$ cat config.mk
export PLATFORM = sky130hd
export DESIGN_NAME = rsr_status
export DESIGN_NICKNAME = d
export VERILOG_FILES = /design/src/rsr_pkg.sv /design/src/rsr_flag_if.sv /design/src/rsr_flag_bank.sv /design/src/rsr_status.sv
export VERILOG_INCLUDE_DIRS = /design/src
export SDC_FILE = /design/constraint.sdc
export NUM_CORES = 1
export LEC_CHECK = 0
export BUFFER_PORTS_ARGS = -buffer_cell sky130_fd_sc_hd__buf_2
export CAP_MARGIN = 10
export CORE_ASPECT_RATIO = 0.8
export CORE_MARGIN = 3
export CORE_UTILIZATION = 40
export DETAILED_ROUTE_END_ITERATION = 6
export PLACE_DENSITY = 0.69
export SLEW_MARGIN = 20
export SYNTH_ARGS = -nofsm -noshare
export SYNTH_HDL_FRONTEND = slang
export SYNTH_SLANG_ARGS = --single-unit
$ cat constraint.sdc
create_clock -name clk -period 3.2 [get_ports clk]
set_input_delay 0.8 -clock clk [delete_from_list [all_inputs] [get_ports clk]]
set_output_delay 0.8 -clock clk [all_outputs]
set_load 0.1 [all_outputs]
$ cat src/rsr_cfg.svh
// Purpose: constants of the reader status reporting block
// Assumes: 250 MHz controller clock
// Notes:   bit positions of both condition words and timing counts
`ifndef RSR_CFG_SVH
`define RSR_CFG_SVH
`define RSR_SEL_SYSTEM     2'h1
`define RSR_SEL_TRANSPORT  2'h2
`define RSR_SYS_READY      0
`define RSR_SYS_BUSY       1
`define RSR_SYS_INTR       2
`define RSR_SYS_DATA       3
`define RSR_SYS_EOP        4
`define RSR_SYS_ALARM      5
`define RSR_SYS_LOST       6
`define RSR_SYS_PROTECT    7
`define RSR_SYS_AUTOLOAD   8
`define RSR_SYS_LINE_DEL   9
`define RSR_SYS_REJECT     10
`define RSR_SYS_LL_FAIL    11
`define RSR_SYS_EOF        12
`define RSR_SYS_XPORT      13
`define RSR_SYS_NO_SORT    14
`define RSR_SYS_SKEW       15
`define RSR_TR_MIRROR_MSB  7
`define RSR_TR_MT_FAULT    9
`define RSR_TR_LEN_FAULT   10
`define RSR_TR_PARAM_FAULT 11
`define RSR_TR_COORD_FAULT 13
`define RSR_WORD_RESET     16'h0000
`define RSR_MAX_EXTRA_CHAR 2'h2
`define RSR_XFER_LIMIT_NS  500000
`define RSR_CLK_PERIOD_NS  4
`define RSR_XFER_LIMIT_CYC (`RSR_XFER_LIMIT_NS / `RSR_CLK_PERIOD_NS)
`define RSR_CTR_W          17
`endif

$ cat src/rsr_pkg.sv
// Purpose: types of the reader status reporting block
// Assumes: nothing
// Notes:   operation sequencing states
package rsr_pkg;
    typedef enum logic [1:0] {
        RSR_IDLE,
        RSR_RUN,
        RSR_STOPPING
    } rsr_op_state_t;
endpackage

$ cat src/rsr_flag_if.sv
// Purpose: bundle of shared set and clear terms and flag outputs for status flags
// Assumes: single clock domain
// Notes:   driven by the top, read by the flag bank
`timescale 1ns/1ps
interface rsr_flag_if;
    logic        clr_ctl;
    logic        clr_int;
    logic        mclr;
    logic        next_fn;
    logic [15:0] set_v;
    logic [15:0] clr_v;
    logic [15:0] flags;
    modport ctl  (output clr_ctl, clr_int, mclr, next_fn, set_v, clr_v,
                  input flags);
    modport bank (input clr_ctl, clr_int, mclr, next_fn, set_v, clr_v,
                  output flags);
endinterface

$ cat src/rsr_flag_bank.sv
// Purpose: bank of sticky status flags, set wins over clear
// Assumes: set and clear vectors on the same clock
// Notes:   one flop per bit from a generate loop
`timescale 1ns/1ps
`include "rsr_cfg.svh"
module rsr_flag_bank (
    // clock and reset
    input wire logic clk,
    input wire logic rstn,
    // flag terms
    rsr_flag_if.bank fi
);
    logic [15:0] flag_ff;

    for (genvar i = 0; i < 16; i++) begin : g_flag
        always_ff @(posedge clk or negedge rstn) begin
            if (!rstn) begin
                flag_ff[i] <= 1'b0;
            end else if (fi.set_v[i]) begin
                flag_ff[i] <= 1'b1;
            end else if (fi.clr_v[i]) begin
                flag_ff[i] <= 1'b0;
            end
        end
    end

    assign fi.flags = flag_ff;
endmodule

$ cat src/rsr_status.sv
// Purpose: system and transport condition words for the host channel
// Assumes: panel and reader inputs are asynchronous pins
// Notes:   event inputs from controller logic are one-cycle pulses
`timescale 1ns/1ps
`include "rsr_cfg.svh"

module rsr_status (
    // clock and reset
    input  wire logic        clk,
    input  wire logic        rstn,
    // host channel
    input  wire logic [1:0]  fn_sel,
    input  wire logic        rd_strobe,
    output logic [15:0]      rd_data,
    input  wire logic        clr_ctl,
    input  wire logic        clr_int,
    input  wire logic        mclr,
    input  wire logic        fn_start,
    input  wire logic        xfer_done,
    input  wire logic        autoload_order,
    input  wire logic        sort_req,
    // controller events
    input  wire logic        op_done,
    input  wire logic        intr_sent,
    input  wire logic        data_ready,
    input  wire logic        autoload_done,
    input  wire logic        line_delete,
    input  wire logic        reject_code,
    input  wire logic        ll_fail,
    input  wire logic        no_sort,
    input  wire logic        skewed,
    input  wire logic        mt_fault,
    input  wire logic        len_fault,
    input  wire logic        param_fault,
    input  wire logic        autoload_req,
    input  wire logic        char_ready,
    input  wire logic        char_taken,
    input  wire logic [7:0]  sweep_start_coordinate,
    input  wire logic [7:0]  sweep_end_coordinate,
    input  wire logic        coord_check,
    input  wire logic [7:0]  zone_lo,
    input  wire logic [7:0]  zone_hi,
    input  wire logic        doc_positioned,
    input  wire logic [7:0]  mirror_pos,
    input  wire logic        mirror_upd,
    input  wire logic        mirror_in_scan,
    // reader and panel pins
    input  wire logic        mech_ready_pin,
    input  wire logic        elec_ready_pin,
    input  wire logic        ready_btn_pin,
    input  wire logic        stop_btn_pin,
    input  wire logic        eof_btn_pin,
    input  wire logic        protect_pin,
    input  wire logic        late_char_pin,
    // to controller
    output logic             ready,
    output logic             busy,
    output logic             alarm_irq,
    output logic             fn_refused
);
    logic [6:0]  s1_ff;
    logic [6:0]  s2_ff;
    logic [6:0]  s3_ff;
    logic        mech_r, elec_r, rbtn_r, stop_r, eof_r, prot_r, late_r;
    logic        rbtn_rise, stop_rise, eof_rise, late_rise;
    logic        ready_ff, armed_ff;
    logic        ready_cond, ready_lost;
    rsr_pkg::rsr_op_state_t state_ff;
    rsr_pkg::rsr_op_state_t nxt_state;
    logic [`RSR_CTR_W-1:0] xfer_ctr_ff;
    logic        xfer_late;
    logic [1:0]  extra_ff;
    logic        coord_bad;
    logic [7:0]  mirror_ff;
    logic [15:0] sys_word, tr_word;
    logic        next_fn;
    logic [15:0] set_v, clr_v;
    logic [15:0] flags;

    // pin synchronisers, second stage feeds levels, second and third stages feed edge detection
    always_ff @(posedge clk or negedge rstn) begin
        if (!rstn) begin
            s1_ff <= 7'h00;
            s2_ff <= 7'h00;
            s3_ff <= 7'h00;
        end else begin
            s1_ff <= {late_char_pin, protect_pin, eof_btn_pin,
                      stop_btn_pin, ready_btn_pin, elec_ready_pin,
                      mech_ready_pin};
            s2_ff <= s1_ff;
            s3_ff <= s2_ff;
        end
    end
    assign {late_r, prot_r, eof_r, stop_r, rbtn_r, elec_r, mech_r} = s2_ff;
    assign rbtn_rise = s2_ff[2] & ~s3_ff[2];
    assign stop_rise = s2_ff[3] & ~s3_ff[3];
    assign eof_rise  = s2_ff[4] & ~s3_ff[4];
    assign late_rise = s2_ff[6] & ~s3_ff[6];

    // coordinate check refuses a bad function
    assign coord_bad = coord_check &&
        (sweep_start_coordinate < zone_lo ||
         sweep_end_coordinate > zone_hi ||
         sweep_start_coordinate > sweep_end_coordinate);
    assign fn_refused = coord_bad;
    assign next_fn = fn_start && !coord_bad;

    // operation sequencing
    always_comb begin
        nxt_state = state_ff;
        unique case (state_ff)
            rsr_pkg::RSR_IDLE: begin
                if (next_fn) begin
                    nxt_state = rsr_pkg::RSR_RUN;
                end
            end
            rsr_pkg::RSR_RUN: begin
                if (op_done) begin
                    nxt_state = rsr_pkg::RSR_IDLE;
                end else if (stop_rise) begin
                    nxt_state = rsr_pkg::RSR_STOPPING;
                end
            end
            rsr_pkg::RSR_STOPPING: begin
                if (op_done) begin
                    nxt_state = rsr_pkg::RSR_IDLE;
                end
            end
        endcase
        if (clr_ctl || mclr) begin
            nxt_state = rsr_pkg::RSR_IDLE;
        end
    end
    always_ff @(posedge clk or negedge rstn) begin
        if (!rstn) begin
            state_ff <= rsr_pkg::RSR_IDLE;
        end else begin
            state_ff <= nxt_state;
        end
    end
    assign busy = (state_ff != rsr_pkg::RSR_IDLE);

    // ready bit
    assign ready_cond = mech_r && elec_r && doc_positioned;
    always_ff @(posedge clk or negedge rstn) begin
        if (!rstn) begin
            armed_ff <= 1'b0;
        end else if (!ready_cond || (stop_rise && !busy) ||
                     (state_ff == rsr_pkg::RSR_STOPPING && op_done)) begin
            armed_ff <= 1'b0;
        end else if (rbtn_rise) begin
            armed_ff <= 1'b1;
        end
    end
    always_ff @(posedge clk or negedge rstn) begin
        if (!rstn) begin
            ready_ff <= 1'b0;
        end else if (!ready_cond) begin
            ready_ff <= 1'b0;
        end else if (stop_rise && !busy) begin
            ready_ff <= 1'b0;
        end else if (state_ff == rsr_pkg::RSR_STOPPING && op_done) begin
            ready_ff <= 1'b0;
        end else if (armed_ff || rbtn_rise) begin
            ready_ff <= 1'b1;
        end
    end
    assign ready = ready_ff;
    assign ready_lost = ready_ff && !(ready_cond && !(stop_rise && !busy)
        && !(state_ff == rsr_pkg::RSR_STOPPING && op_done));

    // data transfer watchdog, counts while data bit stands
    always_ff @(posedge clk or negedge rstn) begin
        if (!rstn) begin
            xfer_ctr_ff <= '0;
        end else if (!flags[`RSR_SYS_DATA] || xfer_done) begin
            xfer_ctr_ff <= '0;
        end else if (!xfer_late) begin
            xfer_ctr_ff <= xfer_ctr_ff + 1'b1;
        end
    end
    assign xfer_late = flags[`RSR_SYS_DATA] && !xfer_done &&
        (xfer_ctr_ff == `RSR_CTR_W'(`RSR_XFER_LIMIT_CYC - 1));

    // unserviced characters: one pending plus two extra
    always_ff @(posedge clk or negedge rstn) begin
        if (!rstn) begin
            extra_ff <= 2'h0;
        end else if (next_fn || clr_ctl || mclr) begin
            extra_ff <= 2'h0;
        end else if (char_ready && !char_taken &&
                     extra_ff != `RSR_MAX_EXTRA_CHAR + 2'h1) begin
            extra_ff <= extra_ff + 2'h1;
        end else if (char_taken && !char_ready && extra_ff != 2'h0) begin
            extra_ff <= extra_ff - 2'h1;
        end
    end

    // mirror coordinate, previous value kept while updating
    always_ff @(posedge clk or negedge rstn) begin
        if (!rstn) begin
            mirror_ff <= 8'h00;
        end else if (!mirror_in_scan) begin
            mirror_ff <= 8'h00;
        end else if (!mirror_upd) begin
            mirror_ff <= mirror_pos;
        end
    end

    // flag set terms
    logic lost_set, tsf_set, alarm_set;
    assign lost_set = xfer_late || late_rise ||
        (char_ready && extra_ff == `RSR_MAX_EXTRA_CHAR + 2'h1);
    assign tsf_set = mt_fault || len_fault || param_fault || coord_bad;
    assign alarm_set = ready_lost || lost_set || tsf_set || ll_fail ||
        autoload_req || no_sort || skewed;

    always_comb begin
        set_v = 16'h0000;
        set_v[`RSR_SYS_INTR]     = intr_sent;
        set_v[`RSR_SYS_DATA]     = data_ready;
        set_v[`RSR_SYS_EOP]      = busy && (nxt_state ==
                                   rsr_pkg::RSR_IDLE) && op_done;
        set_v[`RSR_SYS_ALARM]    = alarm_set;
        set_v[`RSR_SYS_LOST]     = lost_set;
        set_v[`RSR_SYS_AUTOLOAD] = autoload_order;
        set_v[`RSR_SYS_LINE_DEL] = line_delete;
        set_v[`RSR_SYS_REJECT]   = reject_code;
        set_v[`RSR_SYS_LL_FAIL]  = ll_fail;
        set_v[`RSR_SYS_EOF]      = eof_rise && !ready_ff &&
                                   !flags[`RSR_SYS_EOF];
        set_v[`RSR_SYS_XPORT]    = tsf_set;
        set_v[`RSR_SYS_NO_SORT]  = no_sort;
        set_v[`RSR_SYS_SKEW]     = skewed;
    end

    // flag clear terms; next function clears in its own cycle
    logic base_clr;
    assign base_clr = clr_ctl || mclr || next_fn;
    always_comb begin
        clr_v = {16{base_clr}};
        clr_v[`RSR_SYS_INTR]     = clr_ctl || clr_int;
        clr_v[`RSR_SYS_DATA]     = clr_ctl || clr_int || xfer_done;
        clr_v[`RSR_SYS_EOP]      = clr_ctl || clr_int || next_fn;
        clr_v[`RSR_SYS_AUTOLOAD] = autoload_done;
        clr_v[`RSR_SYS_EOF]      = clr_ctl || mclr || clr_int ||
                                   rbtn_rise ||
                                   (eof_rise && flags[`RSR_SYS_EOF]);
        clr_v[`RSR_SYS_NO_SORT]  = base_clr || sort_req;
    end

    // transport faults kept in their own four flops, outside the bank
    logic [3:0] tr_ff;
    always_ff @(posedge clk or negedge rstn) begin
        if (!rstn) begin
            tr_ff <= 4'h0;
        end else begin
            if (mt_fault) tr_ff[0] <= 1'b1;
            else if (base_clr) tr_ff[0] <= 1'b0;
            if (len_fault) tr_ff[1] <= 1'b1;
            else if (clr_ctl || mclr || (ready_cond && rbtn_rise))
                tr_ff[1] <= 1'b0;
            if (param_fault) tr_ff[2] <= 1'b1;
            else if (base_clr) tr_ff[2] <= 1'b0;
            if (coord_bad) tr_ff[3] <= 1'b1;
            else if (base_clr) tr_ff[3] <= 1'b0;
        end
    end

    rsr_flag_if fi ();
    assign fi.clr_ctl = clr_ctl;
    assign fi.clr_int = clr_int;
    assign fi.mclr    = mclr;
    assign fi.next_fn = next_fn;
    assign fi.set_v   = set_v;
    assign fi.clr_v   = clr_v;
    assign flags      = fi.flags;

    rsr_flag_bank u_bank (
        .clk  (clk),
        .rstn (rstn),
        .fi   (fi)
    );

    // assembled words
    always_comb begin
        sys_word = flags;
        sys_word[`RSR_SYS_READY]   = ready_ff;
        sys_word[`RSR_SYS_BUSY]    = busy;
        sys_word[`RSR_SYS_PROTECT] = prot_r;
        tr_word = `RSR_WORD_RESET;
        tr_word[`RSR_TR_MIRROR_MSB:0]  = mirror_ff;
        tr_word[`RSR_TR_MT_FAULT]      = tr_ff[0];
        tr_word[`RSR_TR_LEN_FAULT]     = tr_ff[1];
        tr_word[`RSR_TR_PARAM_FAULT]   = tr_ff[2];
        tr_word[`RSR_TR_COORD_FAULT]   = tr_ff[3];
    end

    always_ff @(posedge clk or negedge rstn) begin
        if (!rstn) begin
            rd_data <= `RSR_WORD_RESET;
        end else if (rd_strobe && fn_sel == `RSR_SEL_SYSTEM) begin
            rd_data <= sys_word;
        end else if (rd_strobe && fn_sel == `RSR_SEL_TRANSPORT) begin
            rd_data <= tr_word;
        end
    end
    assign alarm_irq = flags[`RSR_SYS_ALARM];
endmodule

==> run summary <==
status: finished clean
Die X-Extent: 122 um
Starting Density: 0.417
routability-driven placement congestion ratio: 0.864
Synth Register Bits: 82
Final Setup Violations: 0
DP Worst Slack: 0.0850 ns
number of max-cap violations: 0
layout cells sized above 1: 0.239
RSZ-0062 raised after global routing: false
Final ANT Viol Nets: 0
Netlist cell types: 48
WL met1: 4630 um
LEAKAGE: 2.61 nW
clock sink count: 82
post-synthesis adder-cell area fraction: 0.0779
Met2 Routed Length: 4570 um
synthesis warning total: 0
first-pass GRT wire length: 16,500 um
critical path's slowest cell: ha_1
initial antenna violation count: 0
hold crit path type: reg -> reg
CP arrival: 2.22 ns
vias in the first global route: 3,484
Final nets: 645
post-synthesis xor/xnor area fraction: 0.0242
actual slew at the worst max-slew pin: 0.659 ns
Clock Latency Late Sink: 0.33 ns
Async S/R FF share, synth: 1.00
non-filler cells, final: 685
Slew headroom: 0.560
HPWL after DPL: 7560 um
gr usage total: 0.173
CTS Hold Bufs: 0
Max Clock Skew: 0.00487 ns
Routed WL: 9910 um
fillcell total: 970
worst setup margin: 0.181 ns
met3 WL: 540 um
final hold violations: 0
core area: 0.0104 mm^2
routed via count: 3,524
Synth Area in Simple Gates: 0.175
Die Area: 0.0121 mm^2
CP delay by family, top: compound AO/OA/AOI/OAI gates
Die H: 99.1 um
CP max FO: 3
worst endpoint required time: 2.40 ns
# DRC: 0
achievable frequency: 0.331 GHz
Avg Cell Area, Syn: 9.76 um^2
ys flop type: dfrtp_1
setup TNS: 0 ns
DR top layer: met4
clk buf depth: 2
ant diodes: 0
drt pass-1 iters: 4
VDD IR-drop max: 0.389 mV
Site Rows: 33
Congestion Overflow GR: 0
io pins: 98
Syn Nets: 549
synthesized cell area: 0.00434 mm^2
WP buf/inv: 2
Max Slew Vio Count: 0
Post-synth EDFFs: 0
1st-iter DRT viols: 249
Via density: 5.14
clock slew at reported path FFs: 0.06 ns
pwr dens: 533 mW/mm^2
slowest stage delay, CP: 0.33 ns
synth-to-layout area growth: 22.1%
min Tclk post-route: 3.02 ns
CTS tree: yes
Crit. End Element: primary output
routed wire length per instance: 14.5 um
Placed Instances: 668
sequential fraction of the synthesis area: 0.473
WS Path Type: in -> out
reg-to-reg setup timing slack: 1.44 ns
CTS H-tree lvls: 3
Synth Instances: 444
total CTS buffers: 9
period utilization: 0.943
CTS root buffer: clkbuf_16
main combinational cell family by area after synthesis: simple AND/OR/NAND/NOR gates
CP Cell Sequence: buf_2 > ha_1 > a21o_1 > a21oi_1 > nand3_1 > a31oi_4 > buf_12
multiplexer share of the synthesized area: 0.0462
type of origin of the critical path: input port
PortBufs: 97
pin count of the biggest net entering global routing: 51
Synth Area in Compound Gates: 0.154
-- final cells by class --
| class | instances | area (um^2) | area share |
|---|---|---|---|
| Tap cell | 140 | 175 | 0.0331 |
| Timing Repair Buffer | 100 | 538 | 0.102 |
| Multi-Input combinational cell | 305 | 2080 | 0.394 |
| Clock inverter | 5 | 55.1 | 0.0104 |
| Inverter | 42 | 158 | 0.0298 |
| Sequential cell | 82 | 2050 | 0.388 |
| Clock buffer | 11 | 233 | 0.0440 |
-- power by group --
| group | switching, mW | leakage (nW) | internal, mW |
|---|---|---|---|
| clock network | 0.385 | 0.136 | 0.601 |
| registers | 0.0551 | 1.02 | 1.11 |
| logic | 0.485 | 1.45 | 0.187 |
-- state kept, by name (all words and copies together), names as in the netlist --
signal           flops
armed_ff             1
extra_ff             2
mirror_ff            8
rd_data             16
ready                1
s1_ff                7
s2_ff                7
s3_ff                4
state_ff             2
tr_ff                4
u_bank.fi.flags     13
xfer_ctr_ff         17
-- logic make-up after synthesis --
| kind of cell | count (synthesis) |
|---|---|
| compound gates | 105 |
| xor+xnor | 12 |
| fa+ha+maj | 27 |
| buf+inv | 57 |
| flops | 82 |
| mux | 20 |
| simple gates | 141 |
-- cell usage after synthesis, types with 3 or more instances --
master / count / area share
nand2_1: 24 / 0.021
and3_1: 4 / 0.0058
ha_1: 27 / 0.078
o21ai_0: 17 / 0.020
nor2b_1: 20 / 0.029
a21o_1: 10 / 0.017
and2_1: 3 / 0.0043
nor4_1: 3 / 0.0043
o22ai_1: 12 / 0.017
xor2_1: 10 / 0.020
inv_1: 42 / 0.036
or3_1: 3 / 0.0043
nand2b_1: 16 / 0.023
dfrtp_1: 82 / 0.47
clkbuf_1: 11 / 0.0095
a31oi_1: 11 / 0.016
nand3_1: 10 / 0.012
a21oi_1: 35 / 0.040
nand4_1: 12 / 0.017
nor2_1: 35 / 0.030
mux2i_1: 20 / 0.046
-- routing by layer --
layer,vias up,global-route usage
li1,1739,-
met1,1686,0.236
met2,83,0.273
met3,16,0.0455
met4,0,0.0516
met5,-,0
-- path summary, 6_finish.rpt --
kind,start,to,depth (start not counted)
worst min-delay path,s1_ff[4],s2_ff[4],0
worst max register to register,xfer_ctr_ff[5],xfer_ctr_ff[16],7
min in group asynchronous,rstn,rd_data[7],1
worst min register to register,s1_ff[4],s2_ff[4],0
worst max-delay path,sweep_start_coordinate[6],fn_refused,7
max in group asynchronous,rstn,extra_ff[1],2
-- per-stage QoR --
step                hold WS [ns]   util  instance area, um^2  power [mW]
global placement           0.333  0.480                 4990        1.83
finish                     0.347  0.509                 5290        2.82
detailed placement         0.335  0.480                 4990        1.85
CTS                        0.348  0.507                 5280        2.85
global route               0.358  0.509                 5290        2.97
floorplan                  0.331      -                 4340        1.66
-- cells in the final DEF, fill, tap and decap left out, drive strengths merged, types with 3 or more instances in the layout --
| master | count |
|---|---|
| a21o | 12 |
| a21oi | 36 |
| a31oi | 12 |
| and2 | 3 |
| and3 | 5 |
| buf | 100 |
| clkbuf | 11 |
| dfrtp | 82 |
| ha | 27 |
| inv | 42 |
| mux2i | 20 |
| nand2 | 24 |
| nand2b | 16 |
| nand3 | 10 |
| nand4 | 12 |
| nor2 | 35 |
| nor2b | 22 |
| nor4 | 3 |
| o211ai | 3 |
| o21ai | 17 |
| o22ai | 14 |
| or3 | 3 |
| xor2 | 10 |
-- repair_timing --
action	4_1_cts	5_1_grt
setup endpoints to repair	0	1
gates resized for setup	0	1
buffers inserted	0	1
No activity file was read; power rests on OpenSTA's default activity.
